==> src/rwu_pkg.sv <==
/*
 * Shared constants of the reset and watchdog unit: register offsets, field
 * positions, reset values and cycle counts.
 * Assumes a 50 MHz core clock; the filter and stretch counts are derived from it here.
 */
package rwu_pkg;
	localparam int CLK_MHZ = 50;

	// register offsets (byte addresses, one word each)
	localparam logic [7:0] OFS_CAUSE = 8'h00;
	localparam logic [7:0] OFS_WDCTL = 8'h04;
	localparam logic [7:0] OFS_MISC  = 8'h08;

	// reset cause register fields
	localparam int          CAUSE_W   = 5;
	localparam int          CB_POR    = 0;
	localparam int          CB_EXT    = 1;
	localparam int          CB_DROP   = 2;
	localparam int          CB_WD     = 3;
	localparam int          CB_TEST   = 4;
	localparam logic [4:0]  CAUSE_RST = 5'h01;

	// watchdog control register fields
	localparam int         WB_FLAG = 7;
	localparam int         WB_IE   = 6;
	localparam int         WB_P3   = 5;
	localparam int         WB_CE   = 4;
	localparam int         WB_RE   = 3;
	localparam logic [2:0] WD_CE_WINDOW = 3'h4;

	// misc register fields
	localparam int MB_COMPARATOR_BANDGAP_SELECT = 0;
	localparam int MB_CONV = 1;
	localparam int MB_BG   = 2;

	// pin and supply filters: least pulse lengths, rounded up to cycles
	localparam int         EXT_MIN_NS   = 2500;
	localparam logic [7:0] EXT_MIN_CYC  = 8'((EXT_MIN_NS * CLK_MHZ + 999) / 1000);
	localparam int         DROP_MIN_NS  = 2000;
	localparam logic [7:0] DROP_MIN_CYC = 8'((DROP_MIN_NS * CLK_MHZ + 999) / 1000);
	localparam logic [2:0] DROP_FUSE_OFF = 3'h7;

	// reset stretch periods
	localparam int          STRETCH_W        = 24;
	localparam int          STRETCH_SHORT_US = 4100;
	localparam int          STRETCH_LONG_US  = 65000;
	localparam int          STRETCH_SHORT_CYC = STRETCH_SHORT_US * CLK_MHZ;
	localparam int          STRETCH_LONG_CYC  = STRETCH_LONG_US * CLK_MHZ;
	localparam logic [23:0] STRETCH_MIN_CYC  = 24'h000001;

	// watchdog time base: 128 kHz oscillator cycles
	localparam int WD_OSC_KHZ  = 128;
	localparam int WD_BASE_CYC = 2048;
	localparam int WD_SEL_MAX  = 9;
	localparam int WD_CNT_W    = 21;
endpackage : rwu_pkg

==> src/rwu_wd_if.sv <==
/*
 * Link between the watchdog control logic and its counter.
 * Assumes both ends run on the core clock.
 */
`timescale 1ns/100ps
interface rwu_wd_if;
	logic       tick;
	logic       restart;
	logic       clear;
	logic [3:0] sel;
	logic       expire;

	modport ctl (output tick, restart, clear, sel, input expire);
	modport cnt (input tick, restart, clear, sel, output expire);
endinterface : rwu_wd_if

==> src/rwu_wd_counter.sv <==
/*
 * Watchdog counter: counts oscillator ticks and pulses expire at time-out.
 * Assumes tick is already a one-cycle pulse on the core clock.
 */
`timescale 1ns/100ps
module rwu_wd_counter
	import rwu_pkg::*;
#(
	parameter int CNT_W = WD_CNT_W
) (
	// clock and reset
	input wire logic i_core_clk,
	input wire logic i_arst_n,
	input wire logic i_clk_en,
	// control link
	rwu_wd_if.cnt    wd
);
	typedef struct packed {
		logic [CNT_W-1:0] cnt;
		logic             expire;
	} rwu_wdc_t;

	if (CNT_W < WD_CNT_W) begin : g_bad_width
		$error("watchdog counter too narrow for longest time-out");
	end

	rwu_wdc_t         st_r;
	rwu_wdc_t         st_nxt;
	logic [CNT_W-1:0] limit;
	logic [3:0]       sel_c;

	// time-out is 2048 oscillator cycles shifted by the select code, capped at 9
	always_comb begin
		sel_c = (wd.sel > 4'(WD_SEL_MAX)) ? 4'(WD_SEL_MAX) : wd.sel;
		limit = CNT_W'(WD_BASE_CYC) << sel_c;
		st_nxt = st_r;
		st_nxt.expire = 1'b0;
		if (wd.clear || wd.restart) begin
			st_nxt.cnt = '0;
		end else if (wd.tick) begin
			if (st_r.cnt == limit - 1'b1) begin
				st_nxt.cnt = '0;
				st_nxt.expire = 1'b1;
			end else begin
				st_nxt.cnt = st_r.cnt + 1'b1;
			end
		end
	end

	// state register
	always_ff @(posedge i_core_clk or negedge i_arst_n) begin
		if (!i_arst_n) begin
			st_r <= '0;
		end else if (i_clk_en) begin
			st_r <= st_nxt;
		end
	end

	assign wd.expire = st_r.expire;
endmodule : rwu_wd_counter

==> src/rwu_reset_watchdog.sv <==
/*
 * Reset control and watchdog unit: merges the reset sources, stretches the
 * core reset, keeps the reset cause flags and the watchdog control register,
 * reached over APB.
 * Assumes pins, supply comparators and the test chain are asynchronous; fuses
 * are static; restart and vector-taken strobes come from the core clock.
 */
`timescale 1ns/100ps
module rwu_reset_watchdog
	import rwu_pkg::*;
#(
	parameter int P_STRETCH_SHORT_CYC = STRETCH_SHORT_CYC,
	parameter int P_STRETCH_LONG_CYC  = STRETCH_LONG_CYC
) (
	// clock, reset, enable
	input  wire logic        i_core_clk,
	input  wire logic        i_arst_n,
	input  wire logic        i_clk_en,
	// apb slave
	input  wire logic        i_psel,
	input  wire logic        i_penable,
	input  wire logic        i_pwrite,
	input  wire logic [7:0]  i_paddr,
	input  wire logic [31:0] i_pwdata,
	output logic      [31:0] o_prdata,
	output logic             o_pready,
	output logic             o_pslverr,
	// reset sources
	input  wire logic        i_power_ok,
	input  wire logic        i_rst_pin_n,
	input  wire logic        i_supply_low,
	input  wire logic        i_test_reset,
	input  wire logic        i_wd_osc,
	// fuses
	input  wire logic [2:0]  i_drop_trigger_select_fuse,
	input  wire logic [1:0]  i_startup_time_fuse,
	input  wire logic [3:0]  i_clock_source_fuse,
	input  wire logic        i_wd_always_on_fuse,
	// core side
	input  wire logic        i_wd_restart,
	input  wire logic        i_wd_vector_taken,
	output logic             o_io_init,
	output logic             o_core_reset_n,
	output logic             o_fetch_vector,
	output logic             o_wd_irq,
	output logic             o_bandgap_on
);
	if (P_STRETCH_SHORT_CYC < 1 || P_STRETCH_LONG_CYC < 1 ||
	    P_STRETCH_SHORT_CYC >= (1 << STRETCH_W) || P_STRETCH_LONG_CYC >= (1 << STRETCH_W))
	begin : g_bad_stretch
		$error("stretch counts must fit the stretch counter");
	end

	typedef struct packed {
		logic [1:0]           pwr_s;
		logic [1:0]           pin_s;
		logic [1:0]           low_s;
		logic [1:0]           tst_s;
		logic [1:0]           osc_s;
		logic                 osc_d;
		logic [7:0]           ext_cnt;
		logic                 ext_act;
		logic [7:0]           drop_cnt;
		logic                 drop_act;
		logic                 wd_pulse;
		logic [STRETCH_W-1:0] stretch;
		logic                 core_rst;
		logic                 fetch;
		logic [CAUSE_W-1:0]   cause;
		logic                 wd_flag;
		logic                 wd_ie;
		logic [2:0]           wd_ce_cnt;
		logic                 wd_re;
		logic [3:0]           wd_ps;
		logic                 comparator_bandgap_select;
		logic                 conv;
		logic [31:0]          prdata;
	} rwu_state_t;

	localparam rwu_state_t ST_RST = '{pwr_s: 2'h0, pin_s: 2'h3, core_rst: 1'b1,
		cause: CAUSE_RST, default: '0};

	rwu_state_t           st_r;
	rwu_state_t           st_nxt;
	rwu_wd_if             wdb ();
	logic                 req;
	logic                 drop_en;
	logic                 re_eff;
	logic                 ie_eff;
	logic                 apb_acc;
	logic                 apb_wr;
	logic                 mapped;
	logic                 ce_open;
	logic [7:0]           wd_d;
	logic [STRETCH_W-1:0] stretch_len;

	// watchdog counter
	rwu_wd_counter u_wd_counter (
		.i_core_clk (i_core_clk),
		.i_arst_n   (i_arst_n),
		.i_clk_en   (i_clk_en),
		.wd         (wdb.cnt)
	);

	// links to the counter: oscillator edge, restart, clear during reset
	assign wdb.tick    = st_r.osc_s[1] & ~st_r.osc_d;
	assign wdb.restart = i_wd_restart;
	assign wdb.clear   = st_r.core_rst;
	assign wdb.sel     = st_r.wd_ps;

	// combined source request and effective watchdog mode
	assign drop_en = i_drop_trigger_select_fuse != DROP_FUSE_OFF;
	assign req     = ~st_r.pwr_s[1] | st_r.ext_act | st_r.drop_act
		| st_r.wd_pulse | st_r.tst_s[1];
	assign re_eff  = st_r.wd_re | i_wd_always_on_fuse | st_r.cause[CB_WD];
	assign ie_eff  = st_r.wd_ie & ~i_wd_always_on_fuse;

	// apb decode
	assign apb_acc = i_psel & i_penable;
	assign apb_wr  = apb_acc & i_pwrite;
	assign mapped  = (i_paddr == OFS_CAUSE) || (i_paddr == OFS_WDCTL) || (i_paddr == OFS_MISC);
	assign wd_d    = i_pwdata[7:0];
	assign ce_open = apb_wr && i_paddr == OFS_WDCTL && wd_d[WB_CE] && wd_d[WB_RE];

	// stretch length from start-up and clock source fuses
	always_comb begin
		unique case (i_startup_time_fuse)
			2'h0: stretch_len = STRETCH_MIN_CYC;
			2'h1: stretch_len = STRETCH_W'(P_STRETCH_SHORT_CYC);
			2'h2: stretch_len = STRETCH_W'(P_STRETCH_LONG_CYC);
			2'h3: stretch_len = (i_clock_source_fuse == 4'h0) ?
				STRETCH_W'(P_STRETCH_SHORT_CYC) : STRETCH_W'(P_STRETCH_LONG_CYC);
		endcase
	end

	// next state
	always_comb begin
		st_nxt = st_r;
		// synchronisers
		st_nxt.pwr_s = {st_r.pwr_s[0], i_power_ok};
		st_nxt.pin_s = {st_r.pin_s[0], i_rst_pin_n};
		st_nxt.low_s = {st_r.low_s[0], i_supply_low};
		st_nxt.tst_s = {st_r.tst_s[0], i_test_reset};
		st_nxt.osc_s = {st_r.osc_s[0], i_wd_osc};
		st_nxt.osc_d = st_r.osc_s[1];

		// external pin: low must outlast the least pulse width
		if (!st_r.pin_s[1]) begin
			if (st_r.ext_cnt != EXT_MIN_CYC) st_nxt.ext_cnt = st_r.ext_cnt + 1'b1;
			st_nxt.ext_act = st_r.ext_cnt == EXT_MIN_CYC;
		end else begin
			st_nxt.ext_cnt = '0;
			st_nxt.ext_act = 1'b0;
		end

		// supply drop: dips no longer than the least duration are ignored
		if (drop_en && st_r.low_s[1]) begin
			if (st_r.drop_cnt != DROP_MIN_CYC) st_nxt.drop_cnt = st_r.drop_cnt + 1'b1;
			st_nxt.drop_act = st_r.drop_cnt == DROP_MIN_CYC;
		end else begin
			st_nxt.drop_cnt = '0;
			st_nxt.drop_act = 1'b0;
		end

		// stretch: reload while any source requests, count down after
		st_nxt.wd_pulse = 1'b0;
		if (req) begin
			st_nxt.stretch = stretch_len;
		end else if (st_r.stretch != '0) begin
			st_nxt.stretch = st_r.stretch - 1'b1;
		end
		st_nxt.core_rst = req | (st_r.stretch != '0);
		st_nxt.fetch = st_r.core_rst & ~st_nxt.core_rst;

		// change window counts down to zero on its own
		if (st_r.wd_ce_cnt != '0) st_nxt.wd_ce_cnt = st_r.wd_ce_cnt - 1'b1;

		// apb read data captured in the setup cycle
		if (i_psel && !i_penable) begin
			st_nxt.prdata = '0;
			unique case (i_paddr)
				OFS_CAUSE: st_nxt.prdata[CAUSE_W-1:0] = st_r.cause;
				OFS_WDCTL: st_nxt.prdata[7:0] = {st_r.wd_flag, ie_eff, st_r.wd_ps[3],
					st_r.wd_ce_cnt != '0, re_eff, st_r.wd_ps[2:0]};
				OFS_MISC: st_nxt.prdata[2:0] = {o_bandgap_on, st_r.conv, st_r.comparator_bandgap_select};
				default: st_nxt.prdata = '0;
			endcase
		end

		// register writes
		if (apb_wr && i_paddr == OFS_CAUSE) begin
			st_nxt.cause = st_r.cause & i_pwdata[CAUSE_W-1:0];
		end
		if (apb_wr && i_paddr == OFS_MISC) begin
			st_nxt.comparator_bandgap_select = i_pwdata[MB_COMPARATOR_BANDGAP_SELECT];
			st_nxt.conv = i_pwdata[MB_CONV];
		end
		if (apb_wr && i_paddr == OFS_WDCTL) begin
			st_nxt.wd_ie = wd_d[WB_IE];
			if (wd_d[WB_FLAG]) st_nxt.wd_flag = 1'b0;
			if (ce_open) begin
				st_nxt.wd_ce_cnt = WD_CE_WINDOW;
				st_nxt.wd_re = 1'b1;
			end else if (st_r.wd_ce_cnt != '0 && !wd_d[WB_CE]) begin
				st_nxt.wd_re = wd_d[WB_RE];
				st_nxt.wd_ps = {wd_d[WB_P3], wd_d[2:0]};
				st_nxt.wd_ce_cnt = '0;
			end else begin
				st_nxt.wd_re = st_r.wd_re | wd_d[WB_RE];
			end
		end

		// interrupt vector entry: clear flag, combined mode drops to reset mode
		if (i_wd_vector_taken) begin
			st_nxt.wd_flag = 1'b0;
			if (re_eff) st_nxt.wd_ie = 1'b0;
		end

		// expiry: interrupt first, reset when flag still pending or no interrupt
		if (wdb.expire && !st_r.core_rst) begin
			if (ie_eff && !(re_eff && st_r.wd_flag)) st_nxt.wd_flag = 1'b1;
			if (re_eff && (!ie_eff || st_r.wd_flag)) st_nxt.wd_pulse = 1'b1;
		end

		// internal reset returns control registers to their initial values
		if (st_r.core_rst) begin
			st_nxt.wd_flag = 1'b0;
			st_nxt.wd_ie = 1'b0;
			st_nxt.wd_ce_cnt = '0;
			st_nxt.wd_re = 1'b0;
			st_nxt.wd_ps = '0;
			st_nxt.comparator_bandgap_select = 1'b0;
			st_nxt.conv = 1'b0;
		end

		// cause flags: setting wins over clearing, power-on clears the others
		if (!st_r.pwr_s[1]) st_nxt.cause = CAUSE_RST;
		if (st_r.ext_act) st_nxt.cause[CB_EXT] = 1'b1;
		if (st_r.drop_act) st_nxt.cause[CB_DROP] = 1'b1;
		if (st_r.wd_pulse) st_nxt.cause[CB_WD] = 1'b1;
		if (st_r.tst_s[1]) st_nxt.cause[CB_TEST] = 1'b1;
	end

	// state register
	always_ff @(posedge i_core_clk or negedge i_arst_n) begin
		if (!i_arst_n) begin
			st_r <= ST_RST;
		end else if (i_clk_en) begin
			st_r <= st_nxt;
		end
	end

	// outputs
	assign o_io_init = ~i_arst_n | ~i_power_ok | ~i_rst_pin_n | st_r.core_rst;
	assign o_core_reset_n = ~st_r.core_rst;
	assign o_fetch_vector = st_r.fetch;
	assign o_wd_irq       = st_r.wd_flag & st_r.wd_ie;
	assign o_bandgap_on   = drop_en | st_r.comparator_bandgap_select | st_r.conv;
	assign o_prdata       = st_r.prdata;
	assign o_pready       = 1'b1;
	assign o_pslverr      = apb_acc & ~mapped;
endmodule : rwu_reset_watchdog

==> config.mk <==
export PLATFORM = sky130hd
export DESIGN_NAME = rwu_reset_watchdog
export DESIGN_NICKNAME = d
export VERILOG_FILES = /design/src/rwu_pkg.sv /design/src/rwu_wd_if.sv /design/src/rwu_wd_counter.sv /design/src/rwu_reset_watchdog.sv
export SDC_FILE = /design/constraint.sdc
export NUM_CORES = 1
export LEC_CHECK = 0
export BUFFER_PORTS_ARGS = -buffer_cell sky130_fd_sc_hd__buf_2
export CAP_MARGIN = 25
export CORE_MARGIN = 4
export CORE_UTILIZATION = 35
export CTS_BUF_LIST = sky130_fd_sc_hd__clkbuf_4
export DETAILED_ROUTE_END_ITERATION = 10
export PLACE_DENSITY_LB_ADDON = 0.05
export SETUP_SLACK_MARGIN = 0.05
export SYNTH_ARGS = -nofsm -noshare
export SYNTH_HDL_FRONTEND = slang
export SYNTH_SLANG_ARGS = --single-unit
==> constraint.sdc <==
create_clock -name i_core_clk -period 3.9 [get_ports i_core_clk]
set_input_delay 0.78 -clock i_core_clk [delete_from_list [all_inputs] [get_ports i_core_clk]]
set_output_delay 0.78 -clock i_core_clk [all_outputs]
set_load 0.1 [all_outputs]
# Word-level counts from Yosys, hierarchy flattened
# Cells that the tools add are included.
[word_totals]
latch_bits = 0
output_inout_bits = 39
rom_bits = 0
word_cells = 169
in_bits = 63
ramBits = 0
ff_bits = 103
memories = 0
[classes]
eq_ne = 18
order_cmp = 1
bitwise_logic = 30
n_shift = 1
n_addsub = 6
n_reduce_logical = 45
div_mod_pow = 0
mux = 39
mul = 0
[op_table]
columns = ["cell", "count"]
rows = [
  ["$pmux 24 s4", 1],
  ["$mux 24", 2],
  ["$mux 22", 2],
  ["$mux 21", 2],
  ["$reduce_and 2->1", 12],
  ["$reduce_bool 24->1", 1],
  ["$sub 24x1->24 const B", 1],
  ["$add 21x1->21 const B", 1],
  ["$eq 21x21->1", 1],
  ["$shl 12x4->21 const A", 1],
  ["$sub 21x1->21 const B", 1],
  ["$mux 9", 2],
  ["$add 8x1->8 const B", 2],
  ["$eq 8x7->1 const B", 2],
  ["$mux 4", 4],
  ["$mux 8", 2],
  ["$ne 8x7->1 const B", 2],
  ["$mux 1", 13],
  ["$or 1x1->1", 13],
  ["$logic_and 1x1->1", 12],
  ["$mux 12", 1],
  ["$ne 3x2->1 const B", 4],
  ["$reduce_bool 2->1", 6],
  ["$mux 10", 1],
  ["other kinds (24)", 51],
]

# Logic depth before layout (Yosys ltp)
[depth]
word_depth = 12
ltp_mapped = 13
depth_no_buf = 10

# Cells and area by module
# From an unflattened synthesis, not the netlist that was laid out.
[unflattened]
hier_cells = 702
hier_area_um2 = 6317.3
[modules_own_cells]
columns = ["module", "area_each_um2", "instances", "seq_area_each_um2", "cells_each"]
rows = [
  ["rwu_reset_watchdog", 4652.0, 1, 2031.9, 500],
  ["rwu_wd_counter", 1665.3, 1, 550.5, 202],
]

# Least setup slack after synthesis
# No wires, ideal clock.
[synth_path]
path_type = "in2out"
startpoint = "input port i_paddr[2]"
endpoint = "output port o_pslverr"
required_ps = 3120
setup_slack_ps = 660
cell_stages = 3
n_path_buf = 1
arrival_ps = 2460
path_cell_list = "buf_1 > a21oi_1 > nor2_1"
[synth_between]
elab_chain_cells = 5
elab_cells_between_ends = 7
classes_between = "eq/ne: 2; bitwise: 2; reduce/logical: 3"
[synth_rtl]
columns = ["element", "line", "source"]
rows = [
  ["start, declared", "rwu_reset_watchdog.sv:23", "input wire logic [7:0] i_paddr,"],
  ["$eq 8x3->1 or $logic_not 8->1 (tied branches)", "rwu_reset_watchdog.sv:121", "assign mapped = (i_paddr == OFS_CAUSE) || (i_paddr == OFS_WDCTL) || (i_paddr == OFS_MISC);"],
  ["$logic_or 1x1->1", "rwu_reset_watchdog.sv:121", ""],
  ["$logic_or 1x1->1 (*)", "rwu_reset_watchdog.sv:121", ""],
  ["$not 1->1 (*)", "rwu_reset_watchdog.sv:261", "assign o_pslverr = apb_acc & ~mapped;"],
  ["$and 1x1->1 (*)", "rwu_reset_watchdog.sv:261", ""],
  ["end, declared", "rwu_reset_watchdog.sv:27", "output logic o_pslverr,"],
]
# Every way passes the cells marked *; elsewhere a longest branch is shown, timed or not.

# Worst setup path in the final report
[layout_path]
startpoint = "register st_r (netlist bit wdb.sel[3])"
endpoint = "register u_wd_counter.st_r[15] in the netlist's numbering"
[layout_between]
elab_chain_cells = 8
[layout_rtl]
columns = ["element", "line", "source"]
rows = [
  ["start, declared", "rwu_reset_watchdog.sv:83", "rwu_state_t st_r;"],
  ["start signal, assigned", "rwu_reset_watchdog.sv:249", "st_r <= st_nxt;"],
  ["$gt 4x4->1", "rwu_wd_counter.sv:34", "sel_c = (wd.sel > 4'(WD_SEL_MAX)) ? 4'(WD_SEL_MAX) : wd.sel;"],
  ["$mux 4 (*)", "rwu_wd_counter.sv:34", ""],
  ["$shl 12x4->21 (*)", "rwu_wd_counter.sv:35", "limit = CNT_W'(WD_BASE_CYC) << sel_c;"],
  ["$sub 21x1->21 (*)", "rwu_wd_counter.sv:41", "if (st_r.cnt == limit - 1'b1) begin"],
  ["$eq 21x21->1 (*)", "rwu_wd_counter.sv:41", ""],
  ["$mux 21 (*)", "rwu_wd_counter.sv:41", ""],
  ["$mux 22 (*)", "rwu_wd_counter.sv:40", "end else if (wd.tick) begin"],
  ["$mux 21 (*)", "rwu_wd_counter.sv:38", "if (wd.clear || wd.restart) begin"],
  ["end signal, assigned", "rwu_wd_counter.sv:55", "st_r <= st_nxt;"],
  ["end, declared", "rwu_wd_counter.sv:27", "rwu_wdc_t st_r;"],
]
# Every way passes the cells marked *; elsewhere a longest branch is shown, timed or not. The select of a mux whose other input is x is not followed.
# A chain may end at the register's enable or synchronous reset.

==> key figures <==
Worst hold path
  • Worst hold path class: in2async

Detailed routing
  • Met3 Wirelength: approximately 640 um
  • DRT iter0 DRCs: 317
  • DR pass1 iterations: 4
  • DR WL/cell: approximately 16 um
  • Number of remaining DRC errors: 0
  • Vias: 5,129
  • Uppermost layer routed: met4
  • Drt total wl: about 15,000 um
  • M1 WL: 7440 um
  • Vias per inst: 5.39
  • Wire length on met2: about 7000 um
  • Post-route ant nets: 0

Placement
  • Pre-CTS setup slack: about 540 ps
  • Dpl hpwl: 10,700 um
  • GP Congestion: roughly 0.8
  • IO Port Bufs: 52
  • Placed cell count: 935

Floorplan
  • Die area: 0.0195 mm2
  • Die Width: 140 um
  • Io pins: 102
  • Die Y: between 100 and 150 um
  • Core ar.: 0.0168 mm2
  • Cell row count: 47
  • Initial Util: roughly 36%

Clock tree
  • Hold Buf Count CTS: 0
  • CTS clk-pin slew, worst paths: between 150 and 200 ps
  • Clock Path Buffers: 2
  • Clock root buffer: clkbuf_4
  • H-tree levels: 3
  • Post-CTS Setup Repair Bufs: 0
  • Clock sink count: slightly above 100
  • Clock Latency Late Sink: a little under 500 ps
  • Num CTS Buffers: 9
  • CTS tree: built
  • Resized cells post-CTS: 0

Setup path
  • Worst-path cell chain: or4_4 -> ha_1 -> xor2_1 -> a2111oi_0 -> a311oi_2 -> nor4b_4 -> a21o_1 -> nor3_1 -> a221o_1
  • Slowest CP cell: or4_4
  • R2R depth: 9
  • Critical Path Fanout Max: 13
  • Startpoint types: register
  • CP endpoint kind: register
  • Worst path max stage delay: 560 ps
  • Reg-to-Reg Start: wdb.sel[3]
  • Worst setup startpoint: wdb.sel[3]
  • Worst Path Arrival: between 3000 and 4000 ps
  • Critical path data required time: 4290 ps
  • Kind of critical path: reg2reg

Yosys
  • Mapped Avg Cell Area: between 8 and 9 um2
  • Largest area contributor in the netlist: dfrtp_1
  • Post-synthesis instance total: between 600 and 700
  • #FFs+latches synth: around 100
  • Post-synth EDFFs: 0
  • Top_reg_cell synth: dfrtp_1
  • Warnings, synthesis: 0
  • Asr flop ratio synth: 100%
  • Yosys top cell area share: 40.9%
  • Synth area leaders: dfrtp_1 (41%), o21ai_0 (5.2%), nand2_1 (5.0%)
  • Mapped Area: 0.00606 mm2
  • Part of the Yosys area used for sequential elements: roughly 43%
  • Yosys cell types: between 60 and 70

GRT
  • Pin count of the biggest net entering global routing: 67
  • Initial antenna violation count: 1
  • Number of global-route vias before repair: approximately 4,900
  • GRT Residual Overflow: 0
  • Global Route Usage Sum: about 16%
  • First-pass GRT wire length: about 25,000 um

Cells and area
  • Area Overhead vs Synth: 7.92%
  • Number of nets in the layout: between 700 and 800
  • Layout cells sized above 1: between 10% and 20%
  • Non-filler cells, final: 952

STA
  • Setup TNS Final: 0 ps
  • Endpoints failing hold: 0
  • Final setup fails: 0
  • Highest Clock Rate: about 300 MHz
  • Slew HR: between 40% and 50%
  • Final worst slack: between 500 and 600 ps
  • Pins Over Slew Limit: 0
  • Final period util: about 86%
  • Fin Clk Skew: roughly 17 ps
  • Min Clock Period, post-route: roughly 3400 ps
  • RSZ-0062 raised after global routing: false
  • Worst-Margin Slew: 856 ps

Run
  • Max-cap violation count: 0

Pwr
  • Lkg Pwr: 0.00283 uW
  • Pwr dens: 363 mW/mm2
  • Worst VDD drop: between 150 and 200 uV

Run status
  • Status: complete, no violations
per-stage QoR:
step                      total power (uW)  area [um2]  hold slack [ps]  utilization [%]
after floorplan                       1640        6150              444                -
after global placement                1750        6390              456             38.1
after detailed placement              1770        6390              465             38.1
after CTS                             2410        6540              378             39.0
after global routing                  2530        6550              409             39.1
final                                 2370        6550              394             39.1
report_power, final:
part           internal [uW]  switching, uW  leakage (uW)
Combinational            154            358       0.00139
Sequential              1150           86.7       0.00136
Clock                    211            415     0.0000860
Total                   1510            859       0.00283
worst max-delay path, delay by kind of cell (launching register included):
family | cells | cell delay [ps]
adder cells (fa/ha/maj) | 1 | 250
flip-flops | 1 | 410
AO/OA/AOI/OAI | 4 | 1340
XOR/XNOR | 1 | 200
AND/OR/NAND/NOR | 3 | 1080
layout make-up:
cell class | instances | area [um2]
diodes | 1 | 2.50
clock buffers | 9 | 67.6
clock inverters | 7 | 88.8
fillers | 1756 | 10200
inverters | 27 | 101
multi-input cells | 521 | 3070
flip-flops and latches | 103 | 2580
well taps | 220 | 275
repair buffers | 64 | 353
state kept, by name (all words and copies together) (netlist names):
register	flops
st_nxt	6
st_r	61
o_prdata	8
wdb.clear	1
wdb.sel	4
u_wd_counter.st_r	21
o_fetch_vector	1
u_wd_counter.wd.expire	1
synth_stat cells, drive strengths merged, types with 3 or more instances:
library cell,n
o211ai,4
nand3,34
mux2,13
nand4,12
o311ai,6
xnor2,4
inv,27
nor3,25
nor2,57
or4,5
nor4,4
and3,11
o2bb2ai,5
nand2,80
a22oi,3
ha,9
o21ai,66
mux2i,6
clkbuf,23
dfrtp,99
o31ai,8
xor2,8
nor2b,5
a31oi,7
a21oi,38
dfstp,4
nand2b,8
and2,3
a22o,14
or3,15
buf,42
or2,4
a21o,4
routing by layer:
metal  vias up  GRT usage (%)
met5         -              0
met4         0           4.69
met3        13           3.50
met2        91           24.8
met1      2508           22.2
li1       2517              -
final timing paths:
kind	to	slack (ps)
setup / recovery	u_wd_counter.st_r[15]	530
hold / removal	o_prdata[6]	390
setup reg to reg	u_wd_counter.st_r[15]	530
hold reg to reg	o_prdata[4]	500
max in group asynchronous	st_r[33]	2260
min in group i_core_clk	st_nxt[96]	490
placed cells by master (no fill, tap or decap), types with 9 or more instances in the layout:
| master | netlist | routed |
|---|---|---|
| a21oi_1 | 37 | 37 |
| a22o_1 | 14 | 14 |
| and3_1 | 11 | 11 |
| buf_2 | 2 | 51 |
| buf_4 | 35 | 13 |
| clkbuf_4 | 0 | 9 |
| conb_1 | 2 | 25 |
| dfrtp_1 | 99 | 99 |
| ha_1 | 9 | 9 |
| inv_1 | 27 | 27 |
| mux2_2 | 13 | 13 |
| nand2_1 | 80 | 80 |
| nand3_1 | 34 | 34 |
| nand4_1 | 12 | 12 |
| nor2_1 | 57 | 57 |
| nor3_1 | 22 | 22 |
| o21ai_0 | 63 | 63 |
| or3_1 | 15 | 15 |
logic make-up after synthesis:
group / after synthesis / share of synthesized area (%)
buffers and inverters: 92 / 8.15
DFF: 103 / 42.6
and+or+nand+nor: 276 / 23.1
xor gates and xnor gates: 12 / 1.73
other: 2 / 0.124
AOI/OAI and AO/OA: 180 / 19.1
muxes: 19 / 3.40
adders and majority gates: 9 / 1.86
Power figures use the tool's default switching activity.
